### src/logic/can_cmd_pkg.sv
// constants and types for the can command handler
package can_cmd_pkg;
	localparam logic [7:0] OP_UUDT_QUERY = 8'hA7;
	localparam logic [7:0] OP_TXQ_RESET = 8'hB0;
	localparam logic [7:0] OP_TXQ_ONE = 8'hB1;
	localparam logic [7:0] OP_TXQ_MANY = 8'hB2;
	localparam logic [7:0] OP_TXQ_STATE = 8'hB3;
	localparam int CH_NUM = 4;
	localparam int CH_W = 2;
	localparam logic [3:0] UUDT_DEPTH = 4'h8;
	localparam int UPTR_W = 3;
	localparam int UCNT_W = 4;
	localparam int TXQ_DEPTH = 16;
	localparam int TPTR_W = 4;
	localparam int TCNT_W = 5;
	localparam logic [4:0] TXQ_FULL = 5'h10;
	localparam logic [4:0] TXQ_READY_LIMIT = 5'h0F;
	localparam logic [7:0] UUDT_CMD_LAST = 8'h03;
	localparam logic [7:0] CNT_LAST = 8'h03;
	localparam logic [7:0] REC_ID_LAST = 8'h03;
	localparam logic [7:0] REC_DLC_POS = 8'h04;
	localparam logic [7:0] REC_DATA_FIRST = 8'h08;
	localparam logic [7:0] REC_LAST = 8'h0F;
	localparam logic [7:0] HDR_BYTES = 8'h08;
	localparam logic [7:0] STATE_BYTES = 8'h08;
	localparam logic [7:0] ENTRY_BYTES = 8'h0C;
	localparam logic [7:0] ENT_FLAG_POS = 8'h01;
	localparam logic [7:0] ENT_DATA_FIRST = 8'h04;
	localparam logic [7:0] ENT_LAST = 8'h0B;
	localparam logic [7:0] MAX_RET = 8'h04;
	localparam logic [7:0] DLC_MAX = 8'h08;
	typedef enum logic [2:0] {
		S_IDLE = 3'b000,
		S_UUDT_HDR = 3'b001,
		S_COUNT = 3'b010,
		S_RECORD = 3'b011,
		S_REPLY = 3'b100
	} state_type;
endpackage

### src/logic/uudt_if.sv
// link between the command handler and the uudt response store
`timescale 1ns/1ps
interface uudt_if;
	import can_cmd_pkg::*;
	logic wr_valid;
	logic [CH_W-1:0] wr_chan;
	logic [3:0] wr_dlc;
	logic [63:0] wr_data;
	logic [CH_W-1:0] rd_chan;
	logic rd_pop;
	logic [3:0] head_dlc;
	logic head_ovf;
	logic [63:0] head_data;
	logic [UCNT_W-1:0] head_cnt;
	modport owner (output wr_valid, wr_chan, wr_dlc, wr_data, rd_chan, rd_pop,
		input head_dlc, head_ovf, head_data, head_cnt);
	modport store (input wr_valid, wr_chan, wr_dlc, wr_data, rd_chan, rd_pop,
		output head_dlc, head_ovf, head_data, head_cnt);
endinterface

### src/logic/can_cmd_top.sv
// command handler for uudt response queries and the can transmit queue
`timescale 1ns/1ps
// Functional notes
// - incoming uudt responses go into their own per-channel store
// - opcode A7 queries uudt store; byte 0 picks channel, bytes 1-3 ignored
// - reply: channel, reserved, returned count, pending count, then 12-byte entries
// - entry: length byte, overflow bit 0 of byte 1, reserved, eight data bytes
// - uudt data kept exactly as received, no service code added
// - uudt capture runs independently of any other diagnostic traffic
// - queued messages leave one by one as the can controller accepts them
// - B1 sends message at once when idle, otherwise appends it
// - message record: id bytes 0-3, length byte 4, data bytes 8-15
// - B2 treats every record like B1: sent at once when idle, otherwise appended
// - B2 carries a 32-bit count then that many 16-byte records
// - B3 reports the transmit queue state
// - state reply: unused slots in bytes 0-3, occupied in 4-7
module can_cmd_top
	import can_cmd_pkg::*;
(
	input wire logic mclk_i,
	input wire logic sys_rst_i,
	input wire logic cmd_valid_i,
	input wire logic cmd_first_i,
	input wire logic [7:0] cmd_data_i,
	output logic cmd_ready_o,
	output logic rsp_valid_o,
	output logic [7:0] rsp_data_o,
	output logic rsp_last_o,
	input wire logic rsp_ready_i,
	input wire logic uudt_valid_i,
	input wire logic [CH_W-1:0] uudt_chan_i,
	input wire logic [3:0] uudt_dlc_i,
	input wire logic [63:0] uudt_data_i,
	output logic tx_valid_o,
	output logic [31:0] tx_id_o,
	output logic [3:0] tx_dlc_o,
	output logic [63:0] tx_data_o,
	input wire logic tx_ready_i
);
	state_type state_r;
	state_type state_nxt;
	logic [7:0] idx_r;
	logic [7:0] chan_r;
	logic [31:0] items_r;
	logic [31:0] rec_id_r;
	logic [3:0] rec_dlc_r;
	logic [63:0] rec_data_r;
	logic [7:0] rsp_cnt_r;
	logic [7:0] rsp_len_r;
	logic [7:0] ent_off_r;
	logic [15:0] f0_r;
	logic [15:0] f4_r;
	logic [15:0] f6_r;
	logic [31:0] q_id [TXQ_DEPTH];
	logic [3:0] q_dlc [TXQ_DEPTH];
	logic [63:0] q_data [TXQ_DEPTH];
	logic [TPTR_W-1:0] q_wp_r;
	logic [TPTR_W-1:0] q_rp_r;
	logic [TCNT_W-1:0] q_cnt_r;
	uudt_if ubus ();

	uudt_store uudt_store_inst (
		.mclk_i(mclk_i),
		.sys_rst_i(sys_rst_i),
		.bus(ubus)
	);

	assign ubus.wr_valid = uudt_valid_i;
	assign ubus.wr_chan = uudt_chan_i;
	assign ubus.wr_dlc = uudt_dlc_i;
	assign ubus.wr_data = uudt_data_i;
	assign ubus.rd_chan = chan_r[CH_W-1:0];

	wire acc = cmd_valid_i && cmd_ready_o;
	wire op_acc = acc && cmd_first_i && (state_r == S_IDLE);
	wire byte_acc = acc && (state_r != S_IDLE);
	wire in_hdr = (state_r == S_UUDT_HDR);
	wire in_cnt = (state_r == S_COUNT);
	wire in_rec = (state_r == S_RECORD);
	wire txq_rst = op_acc && (cmd_data_i == OP_TXQ_RESET);
	wire start_state = op_acc && (cmd_data_i == OP_TXQ_STATE);
	wire start_uudt = byte_acc && in_hdr && (idx_r == UUDT_CMD_LAST);
	wire [31:0] cnt_word = {cmd_data_i, items_r[31:8]};
	wire cnt_done = byte_acc && in_cnt && (idx_r == CNT_LAST);
	wire rec_done = byte_acc && in_rec && (idx_r == REC_LAST);
	wire [63:0] rec_data_w = {cmd_data_i, rec_data_r[63:8]};
	wire [3:0] dlc_in = (cmd_data_i > DLC_MAX) ? DLC_MAX[3:0] : cmd_data_i[3:0];
	wire tx_done = tx_valid_o && tx_ready_i;
	wire direct = rec_done && !tx_valid_o && (q_cnt_r == 5'h00);
	wire push = rec_done && !direct && (q_cnt_r != TXQ_FULL);
	wire q_pop = !direct && (!tx_valid_o || tx_done) && (q_cnt_r != 5'h00);
	wire [TCNT_W-1:0] q_cnt_nxt = txq_rst ? 5'h00 : (q_cnt_r + {4'h0, push} - {4'h0, q_pop});
	wire chan_ok = (chan_r < 8'(CH_NUM));
	wire [7:0] cnt8 = chan_ok ? {4'h0, ubus.head_cnt} : 8'h00;
	wire [7:0] n_w = (cnt8 > MAX_RET) ? MAX_RET : cnt8;
	wire [7:0] rem_w = cnt8 - n_w;
	wire [4:0] unused_w = TXQ_FULL - q_cnt_r;
	wire rsp_take = (state_r == S_REPLY) && (!rsp_valid_o || rsp_ready_i);
	wire rsp_load = rsp_take && (rsp_cnt_r != rsp_len_r);
	wire is_ent = (rsp_cnt_r >= HDR_BYTES);
	wire ent_end = (ent_off_r == ENT_LAST);
	wire [63:0] ent_shift = ubus.head_data >> {ent_off_r - ENT_DATA_FIRST, 3'b000};
	wire [7:0] ent_byte = (ent_off_r == 8'h00) ? {4'h0, ubus.head_dlc} :
		(ent_off_r == ENT_FLAG_POS) ? {7'h00, ubus.head_ovf} :
		(ent_off_r >= ENT_DATA_FIRST) ? ent_shift[7:0] : 8'h00;
	wire [7:0] hdr_byte = (rsp_cnt_r == 8'h00) ? f0_r[7:0] :
		(rsp_cnt_r == 8'h01) ? f0_r[15:8] :
		(rsp_cnt_r == 8'h04) ? f4_r[7:0] :
		(rsp_cnt_r == 8'h05) ? f4_r[15:8] :
		(rsp_cnt_r == 8'h06) ? f6_r[7:0] :
		(rsp_cnt_r == 8'h07) ? f6_r[15:8] : 8'h00;
	wire [7:0] rsp_byte = is_ent ? ent_byte : hdr_byte;
	assign ubus.rd_pop = rsp_load && is_ent && ent_end;

	always_comb
	begin
		state_nxt = state_r;
		case (state_r)
			S_IDLE:
			begin
				if (op_acc)
				begin
					case (cmd_data_i)
						OP_UUDT_QUERY: state_nxt = S_UUDT_HDR;
						OP_TXQ_ONE: state_nxt = S_RECORD;
						OP_TXQ_MANY: state_nxt = S_COUNT;
						OP_TXQ_STATE: state_nxt = S_REPLY;
						default: state_nxt = S_IDLE;
					endcase
				end
			end
			S_UUDT_HDR: if (start_uudt) state_nxt = S_REPLY;
			S_COUNT: if (cnt_done) state_nxt = (cnt_word == 32'h0) ? S_IDLE : S_RECORD;
			S_RECORD: if (rec_done && (items_r == 32'h1)) state_nxt = S_IDLE;
			S_REPLY: if (rsp_take && !rsp_load) state_nxt = S_IDLE;
			default: state_nxt = S_IDLE;
		endcase
	end

	always_ff @(posedge mclk_i)
	begin
		if (sys_rst_i)
		begin
			state_r <= S_IDLE;
			cmd_ready_o <= 1'b0;
		end
		else
		begin
			state_r <= state_nxt;
			cmd_ready_o <= (state_nxt != S_REPLY) && (q_cnt_nxt < TXQ_READY_LIMIT);
		end
	end
	always_ff @(posedge mclk_i)
	begin
		if (sys_rst_i || op_acc || start_uudt || cnt_done || rec_done)
			idx_r <= 8'h00;
		else if (byte_acc)
			idx_r <= idx_r + 8'h01;
	end
	always_ff @(posedge mclk_i)
	begin
		if (sys_rst_i)
			chan_r <= 8'h00;
		else if (byte_acc && in_hdr && (idx_r == 8'h00))
			chan_r <= cmd_data_i;
	end
	always_ff @(posedge mclk_i)
	begin
		if (sys_rst_i)
			items_r <= 32'h0;
		else if (op_acc)
			items_r <= 32'h1;
		else if (byte_acc && in_cnt)
			items_r <= cnt_word;
		else if (rec_done)
			items_r <= items_r - 32'h1;
	end
	always_ff @(posedge mclk_i)
	begin
		if (sys_rst_i)
		begin
			rec_id_r <= 32'h0;
			rec_dlc_r <= 4'h0;
			rec_data_r <= 64'h0;
		end
		else if (byte_acc && in_rec)
		begin
			if (idx_r <= REC_ID_LAST)
				rec_id_r <= {cmd_data_i, rec_id_r[31:8]};
			if (idx_r == REC_DLC_POS)
				rec_dlc_r <= dlc_in;
			if (idx_r >= REC_DATA_FIRST)
				rec_data_r <= rec_data_w;
		end
	end

	always_ff @(posedge mclk_i)
	begin
		if (sys_rst_i)
		begin
			f0_r <= 16'h0;
			f4_r <= 16'h0;
			f6_r <= 16'h0;
			rsp_len_r <= 8'h00;
		end
		else if (start_state)
		begin
			f0_r <= {11'h000, unused_w};
			f4_r <= {11'h000, q_cnt_r};
			f6_r <= 16'h0;
			rsp_len_r <= STATE_BYTES;
		end
		else if (start_uudt)
		begin
			f0_r <= {8'h00, chan_r};
			f4_r <= {8'h00, n_w};
			f6_r <= {8'h00, rem_w};
			rsp_len_r <= HDR_BYTES + ENTRY_BYTES * n_w;
		end
	end
	always_ff @(posedge mclk_i)
	begin
		if (sys_rst_i || start_state || start_uudt)
		begin
			rsp_cnt_r <= 8'h00;
			ent_off_r <= 8'h00;
		end
		else if (rsp_load)
		begin
			rsp_cnt_r <= rsp_cnt_r + 8'h01;
			if (is_ent)
				ent_off_r <= ent_end ? 8'h00 : ent_off_r + 8'h01;
		end
	end

	always_ff @(posedge mclk_i)
	begin
		if (sys_rst_i)
		begin
			rsp_valid_o <= 1'b0;
			rsp_data_o <= 8'h00;
			rsp_last_o <= 1'b0;
		end
		else if (rsp_load)
		begin
			rsp_valid_o <= 1'b1;
			rsp_data_o <= rsp_byte;
			rsp_last_o <= (rsp_cnt_r + 8'h01 == rsp_len_r);
		end
		else if (rsp_take)
		begin
			rsp_valid_o <= 1'b0;
			rsp_last_o <= 1'b0;
		end
	end

	always_ff @(posedge mclk_i)
	begin
		if (push)
		begin
			q_id[q_wp_r] <= rec_id_r;
			q_dlc[q_wp_r] <= rec_dlc_r;
			q_data[q_wp_r] <= rec_data_w;
		end
	end

	always_ff @(posedge mclk_i)
	begin
		if (sys_rst_i || txq_rst)
		begin
			q_wp_r <= 4'h0;
			q_rp_r <= 4'h0;
		end
		else
		begin
			if (push)
				q_wp_r <= q_wp_r + 4'h1;
			if (q_pop)
				q_rp_r <= q_rp_r + 4'h1;
		end
		q_cnt_r <= sys_rst_i ? 5'h00 : q_cnt_nxt;
	end

	always_ff @(posedge mclk_i)
	begin
		if (sys_rst_i || txq_rst)
		begin
			tx_valid_o <= 1'b0;
			tx_id_o <= 32'h0;
			tx_dlc_o <= 4'h0;
			tx_data_o <= 64'h0;
		end
		else if (direct)
		begin
			tx_valid_o <= 1'b1;
			tx_id_o <= rec_id_r;
			tx_dlc_o <= rec_dlc_r;
			tx_data_o <= rec_data_w;
		end
		else if (q_pop)
		begin
			tx_valid_o <= 1'b1;
			tx_id_o <= q_id[q_rp_r];
			tx_dlc_o <= q_dlc[q_rp_r];
			tx_data_o <= q_data[q_rp_r];
		end
		else if (tx_done)
			tx_valid_o <= 1'b0;
	end

	a_direct_send: assert property (@(posedge mclk_i) disable iff (sys_rst_i)
		direct |=> tx_valid_o && (tx_id_o == $past(rec_id_r)) && (q_cnt_r == 5'h00))
		else $error("idle message not sent at once");
	a_busy_append: assert property (@(posedge mclk_i) disable iff (sys_rst_i)
		(rec_done && tx_valid_o && !tx_done && (q_cnt_r < TXQ_FULL)) |=> (q_cnt_r == $past(q_cnt_r) + 5'h01))
		else $error("message not appended while busy");
	a_reset_clears: assert property (@(posedge mclk_i) disable iff (sys_rst_i)
		txq_rst |=> !tx_valid_o && (q_cnt_r == 5'h00) && (q_wp_r == q_rp_r))
		else $error("queue reset incomplete");
	a_tx_holds: assert property (@(posedge mclk_i) disable iff (sys_rst_i)
		(tx_valid_o && !tx_ready_i && !txq_rst) |=> tx_valid_o && $stable(tx_id_o) && $stable(tx_data_o))
		else $error("pending message changed before acceptance");
	a_state_fields: assert property (@(posedge mclk_i) disable iff (sys_rst_i)
		start_state |=> (f0_r + f4_r == 16'h0010) && (rsp_len_r == STATE_BYTES))
		else $error("queue state fields inconsistent");
	a_reply_length: assert property (@(posedge mclk_i) disable iff (sys_rst_i)
		start_uudt |=> (rsp_len_r == HDR_BYTES + ENTRY_BYTES * f4_r[7:0]) && (f4_r <= 16'h0004))
		else $error("uudt reply length wrong");
	a_reserved_zero: assert property (@(posedge mclk_i) disable iff (sys_rst_i)
		(rsp_load && ((rsp_cnt_r == 8'h02) || (rsp_cnt_r == 8'h03))) |=> rsp_valid_o && (rsp_data_o == 8'h00))
		else $error("reserved reply byte not zero");
	a_entry_flags: assert property (@(posedge mclk_i) disable iff (sys_rst_i)
		(rsp_load && is_ent && (ent_off_r == ENT_FLAG_POS)) |=> (rsp_data_o[7:1] == 7'h00))
		else $error("entry flag byte has reserved bits set");
	a_entry_pop: assert property (@(posedge mclk_i) disable iff (sys_rst_i)
		(ubus.rd_pop) |-> is_ent && ((rsp_cnt_r - HDR_BYTES) % ENTRY_BYTES == ENT_LAST))
		else $error("entry popped at wrong byte");
endmodule

### src/logic/uudt_store.sv
// per-channel store of uudt diagnostic responses
`timescale 1ns/1ps
module uudt_store
	import can_cmd_pkg::*;
(
	input wire logic mclk_i,
	input wire logic sys_rst_i,
	uudt_if.store bus
);
	logic [3:0] dlc_mem [CH_NUM*8];
	logic [63:0] data_mem [CH_NUM*8];
	logic [UPTR_W-1:0] wp_a [CH_NUM];
	logic [UPTR_W-1:0] rp_a [CH_NUM];
	logic [UCNT_W-1:0] cnt_a [CH_NUM];
	logic ovf_a [CH_NUM];
	logic [CH_NUM-1:0] wr_ok_a;
	wire [CH_W+UPTR_W-1:0] wr_addr = {bus.wr_chan, wp_a[bus.wr_chan]};
	wire [CH_W+UPTR_W-1:0] rd_addr = {bus.rd_chan, rp_a[bus.rd_chan]};
	assign bus.head_dlc = dlc_mem[rd_addr];
	assign bus.head_data = data_mem[rd_addr];
	assign bus.head_ovf = ovf_a[bus.rd_chan];
	assign bus.head_cnt = cnt_a[bus.rd_chan];

	always_ff @(posedge mclk_i)
	begin
		if (|wr_ok_a)
		begin
			dlc_mem[wr_addr] <= bus.wr_dlc;
			data_mem[wr_addr] <= bus.wr_data;
		end
	end

	genvar c;
	generate
		for (c = 0; c < CH_NUM; c++)
		begin : g_ch
			logic [UPTR_W-1:0] wp_r;
			logic [UPTR_W-1:0] rp_r;
			logic [UCNT_W-1:0] cnt_r;
			logic ovf_r;
			wire wr_hit = bus.wr_valid && (bus.wr_chan == CH_W'(c));
			wire full = (cnt_r == UUDT_DEPTH);
			wire wr_ok = wr_hit && !full;
			wire pop_hit = bus.rd_pop && (bus.rd_chan == CH_W'(c)) && (cnt_r != 4'h0);
			assign wr_ok_a[c] = wr_ok;
			assign wp_a[c] = wp_r;
			assign rp_a[c] = rp_r;
			assign cnt_a[c] = cnt_r;
			assign ovf_a[c] = ovf_r;
			always_ff @(posedge mclk_i)
			begin
				if (sys_rst_i)
				begin
					wp_r <= 3'h0;
					rp_r <= 3'h0;
					cnt_r <= 4'h0;
					ovf_r <= 1'b0;
				end
				else
				begin
					if (wr_ok)
						wp_r <= wp_r + 3'h1;
					if (pop_hit)
						rp_r <= rp_r + 3'h1;
					cnt_r <= cnt_r + {3'h0, wr_ok} - {3'h0, pop_hit};
					if (wr_hit && full)
						ovf_r <= 1'b1;
					else if (pop_hit)
						ovf_r <= 1'b0;
				end
			end
			a_loss_marks_ovf: assert property (@(posedge mclk_i) disable iff (sys_rst_i)
				(wr_hit && full) |=> ovf_r && (cnt_r == UUDT_DEPTH - {3'h0, $past(pop_hit)}))
				else $error("lost uudt response not flagged");
			a_store_counts: assert property (@(posedge mclk_i) disable iff (sys_rst_i)
				(wr_ok && !pop_hit) |=> (cnt_r == $past(cnt_r) + 4'h1) && (wp_r == $past(wp_r) + 3'h1))
				else $error("uudt response not stored");
		end
	endgenerate
endmodule

### config.mk
export PLATFORM = sky130hd
export DESIGN_NAME = can_cmd_top
export DESIGN_NICKNAME = d
export VERILOG_FILES = /design/src/logic/can_cmd_pkg.sv /design/src/logic/uudt_if.sv /design/src/logic/can_cmd_top.sv /design/src/logic/uudt_store.sv
export SDC_FILE = /design/constraint.sdc
export NUM_CORES = 2
export LEC_CHECK = 0
export BUFFER_PORTS_ARGS = -buffer_cell sky130_fd_sc_hd__buf_2
export CAP_MARGIN = 15
export CORE_MARGIN = 2
export CORE_UTILIZATION = 40
export CTS_CLUSTER_DIAMETER = 120
export DETAILED_ROUTE_END_ITERATION = 6
export GPL_TIMING_DRIVEN = 0
export SETUP_SLACK_MARGIN = 0.02
export SYNTH_ARGS = -nofsm -noshare
export SYNTH_HDL_FRONTEND = slang
export SYNTH_SLANG_ARGS = --single-unit
### constraint.sdc
create_clock -name mclk_i -period 9.8 [get_ports mclk_i]
set_input_delay 0 -clock mclk_i [delete_from_list [all_inputs] [get_ports mclk_i]]
set_output_delay 0 -clock mclk_i [all_outputs]
set_load 0.01 [all_outputs]
==> After elaboration in Yosys (flattened, before gate mapping) <==
Memories as Yosys holds them, arrays and structs flattened. A register that Yosys moved wholly into a read port is not among the register bits.
Index checks and enable logic that the tools add are counted.
{ "word_totals": {"regBits": 365, "latch_bits": 0, "mem_bits_rw": 3776, "romBits": 0, "inputBits": 85, "out_inout_bits": 112, "word_cells": 291, "memories": 5} }
{ "memory_table": {"columns": ["name", "depth", "width", "read_ports", "rd_ports_with_merged_regs", "wr", "line_no", "text"], "rows": [
  ["uudt_store_inst.data_mem", 32, 64, 1, 0, 1, "uudt_store.sv:11", "logic [63:0] data_mem [CH_NUM*8];"],
  ["q_data", 16, 64, 1, 1, 1, "can_cmd_top.sv:56", "logic [63:0] q_data [TXQ_DEPTH];"],
  ["q_id", 16, 32, 1, 1, 1, "can_cmd_top.sv:54", "logic [31:0] q_id [TXQ_DEPTH];"],
  ["uudt_store_inst.dlc_mem", 32, 4, 1, 0, 1, "uudt_store.sv:10", "logic [3:0] dlc_mem [CH_NUM*8];"],
  ["q_dlc", 16, 4, 1, 1, 1, "can_cmd_top.sv:55", "logic [3:0] q_dlc [TXQ_DEPTH];"]
]} }
{ "op_classes": {"add_sub_neg": 28, "multipliers": 1, "div": 0, "order_cmp": 10, "eq_ne": 33, "shifts": 1, "n_mux": 73, "bitwise": 2, "n_reduce_logical": 95} }
{ "op_table": {"columns": ["cell", "count"], "rows": [
  ["$mux W32", 4],
  ["$mux W64", 2],
  ["$mux W8", 10],
  ["$shr A64 B11 Y8", 1],
  ["$mux W4", 15],
  ["$logic_and A1 B1 Y1", 47],
  ["$eq A8 B8 Y1 const B", 5],
  ["$eq A32 B1 Y1 const B", 1],
  ["$eq A8 B3 Y1 const B", 4],
  ["$logic_not A32 Y1", 1],
  ["$sub A32 B1 Y32 const B", 1],
  ["$mux W3", 9],
  ["$mux W5", 5],
  ["$add A3 B1 Y3 const B", 8],
  ["$add A8 B1 Y8 const B", 3],
  ["$logic_not A8 Y1", 3],
  ["$mux W1", 21],
  ["$add A4 B1 Y4", 4],
  ["$eq A4 B4 Y1 const B", 4],
  ["$eq A8 B1 Y1 const B", 2],
  ["$eq A8 B4 Y1 const B", 2],
  ["$ge A8 B4 Y1 const B", 2],
  ["$reduce_bool A2 Y1", 8],
  ["$reduce_bool A4 Y1", 4],
  ["other kinds (43)", 77]
]} }

==> Logic depth before layout (Yosys ltp) <==
{ "logic_depth": {"depth_word": 14, "ltp_mapped": 16, "mapped_depth_nobuf": 15} }

==> By module <==
Synthesis repeated with hierarchy kept, for this count alone.
{ "hier_totals": {"hier_cells": 9102, "hier_area_um2": 161886.5} }
{ "by_module_without_submodules": {"columns": ["mod", "n_inst", "cells_per_inst", "area_per_inst_um2", "seq_area_each_um2"], "rows": [
  ["uudt_store", 1, 4729, 86621.8, 66223.5],
  ["can_cmd_top", 1, 4373, 75264.7, 54292.1]
]} }

==> Worst setup path before layout <==
Ideal clock, no wire load.
{ "synth_path": {"kind": "flip-flop to flip-flop", "start": "register q_cnt_r[1]", "end": "memory q_data[3][0] (enable)", "setup_time_ns": 0.681, "arrival_ns": 8.816, "required_ns": 9.119, "slack_ns": 0.304, "stages_incl_launch_ff": 9, "n_path_buf": 0, "period_less_slack_ns": 9.496, "path_cell_list": "dfxtp_1 inv_1 ha_1 and2_1 ha_1 nor2b_1 nor3_1 nand2_1 nor3_1"} }
{ "synth_between": {"elab_chain_cells": 7, "word_cells_on_any_way": 8, "classes_between": "eq/ne: 1; mux: 2; reduce/logical: 5"} }
{ "synth_rtl": {"columns": ["element", "line_no", "text"], "rows": [
  ["from (decl)", "can_cmd_top.sv:59", "logic [TCNT_W-1:0] q_cnt_r;"],
  ["from (signal assigned)", "can_cmd_top.sv:281", "q_cnt_r <= sys_rst_i ? 5'h00 : q_cnt_nxt;"],
  ["$logic_not A5 Y1", "can_cmd_top.sv:89", "wire direct = rec_done && !tx_valid_o && (q_cnt_r == 5'h00);"],
  ["$logic_and A1 B1 Y1", "can_cmd_top.sv:89", null],
  ["$logic_not A1 Y1", "can_cmd_top.sv:90", "wire push = rec_done && !direct && (q_cnt_r != TXQ_FULL);"],
  ["$logic_and A1 B1 Y1", "can_cmd_top.sv:90", null],
  ["$logic_and A1 B1 Y1 (*)", "can_cmd_top.sv:90", null],
  ["$mux W1 (*)", "can_cmd_top.sv:259", "if (push)"],
  ["$mux W1 (not written as such) (*)", "can_cmd_top.sv:263", "q_data[q_wp_r] <= rec_data_w;"],
  ["to (decl)", "can_cmd_top.sv:56", null]
]} }
Every way passes the cells marked *; elsewhere a longest branch is shown, timed or not.

==> Worst setup path after layout <==
{ "layout_path": {"start": "register chan_r[1]", "end": "register rsp_data_o[5]"} }
{ "layout_between": {"elab_chain_cells": 10} }
{ "layout_rtl": {"columns": ["element", "line_no", "text"], "rows": [
  ["from (decl)", "can_cmd_top.sv:43", "logic [7:0] chan_r;"],
  ["from (signal assigned)", "can_cmd_top.sv:165", "chan_r <= cmd_data_i;"],
  ["$not A2 Y3 (not written as such)", "uudt_store.sv:18", "wire [CH_W+UPTR_W-1:0] rd_addr = {bus.rd_chan, rp_a[bus.rd_chan]};"],
  ["$bmux W3 S2", "uudt_store.sv:18", null],
  ["$mux W3 (not written as such) (2 in series)", "uudt_store.sv:18", null],
  ["$mem_v2 Z32 W64 (*)", null, null],
  ["$shr A64 B11 Y8 (*)", "can_cmd_top.sv:102", "wire [63:0] ent_shift = ubus.head_data >> {ent_off_r - ENT_DATA_FIRST, 3'b000};"],
  ["$mux W8 (*)", "can_cmd_top.sv:105", "(ent_off_r >= ENT_DATA_FIRST) ? ent_shift[7:0] : 8'h00;"],
  ["$mux W8 (*)", "can_cmd_top.sv:104", "(ent_off_r == ENT_FLAG_POS) ? {7'h00, ubus.head_ovf} :"],
  ["$mux W8 (*)", "can_cmd_top.sv:103", "wire [7:0] ent_byte = (ent_off_r == 8'h00) ? {4'h0, ubus.head_dlc} :"],
  ["$mux W8 (*)", "can_cmd_top.sv:112", "wire [7:0] rsp_byte = is_ent ? ent_byte : hdr_byte;"],
  ["to (signal assigned)", "can_cmd_top.sv:247", "rsp_data_o <= rsp_byte;"],
  ["to (decl)", "can_cmd_top.sv:27", "output logic [7:0] rsp_data_o,"]
]} }
Every way passes the cells marked *; elsewhere a longest branch is shown, timed or not. The select of a mux whose other input is x is not followed.
A chain may end at the register's enable or synchronous reset.

==> reports/metrics.yaml <==
critical_path:
  r2r-end: "rsp_data_o[5]$_SDFFE_PP0P_"
  crit_start: "chan_r[1]$_SDFFE_PP0P_"
  r2r_cells: 14
  critical_path_arrival_ps: 7800
  r2r_slack_ps: 2960
  crit_fanout: 10
  worstSetupStartpointType: "register"
  end_kind: "register"
  path_cells: "buf_4, mux2i_4, buf_16, mux2_2, buf_4, buf_2, buf_1, nand2_1, nand2_1, o22ai_1, o21ai_0, nor4bb_1, o32ai_1, a31oi_1"
  worstSetupPathType: "register to register"
  cp_slowest_cell: "nor4bb_1"
  worst_ep_required_time_ps: 10750
  reg2reg_from: "chan_r[1]$_SDFFE_PP0P_"
  worst_path_largest_cell_delay_ps: 1130
clock_tree:
  cts_resized: 0
  htree_levels: 5
  clock_latency_ps: 1040
  cts_tree: "done"
  clock_path_buffers: 4
  cts.sinks: 4132
  path_clk_slew_ps: 60
  cts_made_buffers: 410
  cts_root_buffer: "clkbuf_16"
yosys:
  synth_cell_types: 95
  synthCells: 9190
  syn_avg_cell_area_um2: 17.5
  ys_seq_area_frac: 0.750
  synth_warnings: 0
  ys_ff_latch: 4132
  synth_edf_count: 3776
  synthArstFlopShare: 0
  synth_nets: 9348
  synth_area_mm2: 0.161
  ys.flop_type: "edfxtp_1"
routing:
  vias: 98719
  dr.first_iter.drc_count: 17130
  drc: 0
  avgViaCountPerCell: 6.22
  wl_per_cell_um: 36.9
  postRouteAntennaNets: 0
  firstDrtPassIters: 6
  wl_um: 585000
global_routing:
  grt-ovfl-total: 0
  grt_first_pass_wirelength_um: 783000
  antenna_found_initial: 48
  grtUsageTotal: 0.280
  grt_pass1_vias: 93786
  grt_max_degree: 33
sta:
  slew_headroom: -0.0229
  timing.setup.tns_ps: 0
  finalSetupViolations: 0
  fmax_mhz: 146
  worstMarginPinSlew_ps: 1530
  rsz0062_at_grt: "false"
  finClkSkew_ps: 80.3
  hold_violations: 0
  slew_violations: 1
  min_period_over_period: 0.698
  holdWs_ps: 32.2
  min_period_ps: 6840
layout:
  syn_to_final_growth_pct: 17.6
  seqCellArea_mm2: 0.121
  nets: 10376
  multi_input_comb_area_mm2: 0.0377
  fillCellCount: 33348
  drive_gt1_frac: 0.203
pwr:
  power_density_mw_per_mm2: 202
  p_leak_nw: 62.9
  peakVddDrop_v: 0.000191
min_path:
  worstHoldStart: "uudt_data_i[20]"
  hp-class: "primary input to register"
  whs_endpoint: "uudt_store_inst.data_mem[14][20]$_DFFE_PP_"
  whs_path_depth: 2
floorplan:
  die_h_um: 638
  core_area_mm2: 0.400
  rows: 232
  start_util: 0.402
  io-pin-count: 197
  dieWidth_um: 638
  die_area_mm2: 0.407
outcome:
  violations: "max-slew violations"
  status: "complete, but fails checks"
placed_design:
  portBuffers: 196
  hpwl_um: 391000
  gp_congestion: 0.939
job:
  cap_violations: 0
## area by class of cell
cell class,instances,area share
clock inverters,223,0.0109
diodes,32,0.000424
multi-input cells,4458,0.199
well taps,5265,0.0349
flip-flops and latches,4132,0.638
repair buffers,616,0.0417
inverters,58,0.00115
plain buffers,542,0.0144
clock buffers,539,0.0591
## cells in the final DEF (no fill, tap or decap), types with 277 or more instances in the layout
master | synthesis | final
buf_2 | 149 | 354
edfxtp_1 | 3776 | 3776
nand2_1 | 1264 | 1264
mux4_2 | 672 | 672
nand3_1 | 296 | 296
clkbuf_16 | 0 | 417
dfxtp_1 | 356 | 356
clkbuf_1 | 249 | 327
mux2i_1 | 277 | 277
a21oi_1 | 403 | 403
## worst max-delay path, delay by kind of cell (launching register included)
kind	cells	cell delay [ps]
AO/OA/AOI/OAI	4	1780
buffers and inverters	5	2410
flip-flops	1	380
multiplexers	2	840
AND/OR/NAND/NOR	3	1350
## stage by stage
step	setup WS (ps)	utilization	cell area (µm²)	power, mW	cells
after floorplan	304	-	161000	21.4	9190
after global placement	-9770	0.421	168000	22.6	14651
after detailed placement	3370	0.436	174000	22.8	14962
after CTS	3370	0.472	189000	38.2	15817
after global routing	3430	0.472	189000	39.0	15838
final	2960	0.473	189000	38.1	15865
## layer usage
metal	GRT usage	wire, µm	vias to the layer above
li1	-	-	38500
met4	0.168	42300	28
met3	0.0785	76600	1767
met1	0.349	202000	50596
met5	0	166	-
met2	0.436	264000	7828
## what timing repair did
| item | 4_1_cts | 5_1_grt |
|---|---|---|
| hold buffers | 93 | 0 |
| endpoints found under the hold margin | 2525 | 0 |
| setup buffers | 0 | 0 |
## how the worst max path moves through the flow
stage / slack (ps) / depth (start not counted) / to
after CTS: 3370 / 13 / rsp_data_o[7]$_SDFFE_PP0P_
after global routing: 3430 / 14 / rsp_data_o[5]$_SDFFE_PP0P_
final: 2960 / 14 / rsp_data_o[5]$_SDFFE_PP0P_
after detailed placement: 3370 / 13 / rsp_data_o[7]$_SDFFE_PP0P_
after global placement: -9770 / 6 / q_id[1][11]$_DFFE_PP_
after floorplan: 300 / 8 / q_data[3][0]$_DFFE_PP_
## cells in the mapped netlist, types with 67 or more instances
library cell | count | area (µm²)
a211oi_1 | 92 | 691
nand3_1 | 296 | 1480
mux2i_1 | 277 | 2770
a31oi_1 | 99 | 619
clkbuf_1 | 249 | 935
a21oi_1 | 403 | 2020
a22oi_1 | 154 | 1160
mux4_2 | 672 | 15100
o21ai_0 | 82 | 410
buf_2 | 149 | 746
nand2_1 | 1264 | 4740
edfxtp_1 | 3776 | 113000
nor2_1 | 267 | 1000
nor2b_1 | 74 | 463
ha_1 | 67 | 838
dfxtp_1 | 356 | 7130
## registers in the layout (all words and copies together), names as in the netlist, 56 cells and up, named ones only
signal	flops
uudt_store_inst.data_mem	2048
q_data	1024
q_id	512
uudt_store_inst.dlc_mem	128
q_dlc	64
tx_data_o	64
rec_data_r	56
## power by group
group          leakage [nW]  switching, mW  internal (mW)
combinational          16.3           2.05           1.07
sequential             40.1         0.0781           19.2
clock                  6.47           6.87           8.84
## cells by family (layout without fill, tap and decap cells)
group           Yosys count  after routing  synth area share
fa+ha+maj                73             73           0.00597
flops                  4132           4132             0.750
mux                    1001           1001             0.117
buf+inv                 600           1978            0.0182
simple gates           2201           2201            0.0598
xor+xnor                 74             74           0.00403
other cells               1             33         0.0000233
compound gates         1108           1108            0.0448
Note: power is estimated with default switching activity, not from simulation.
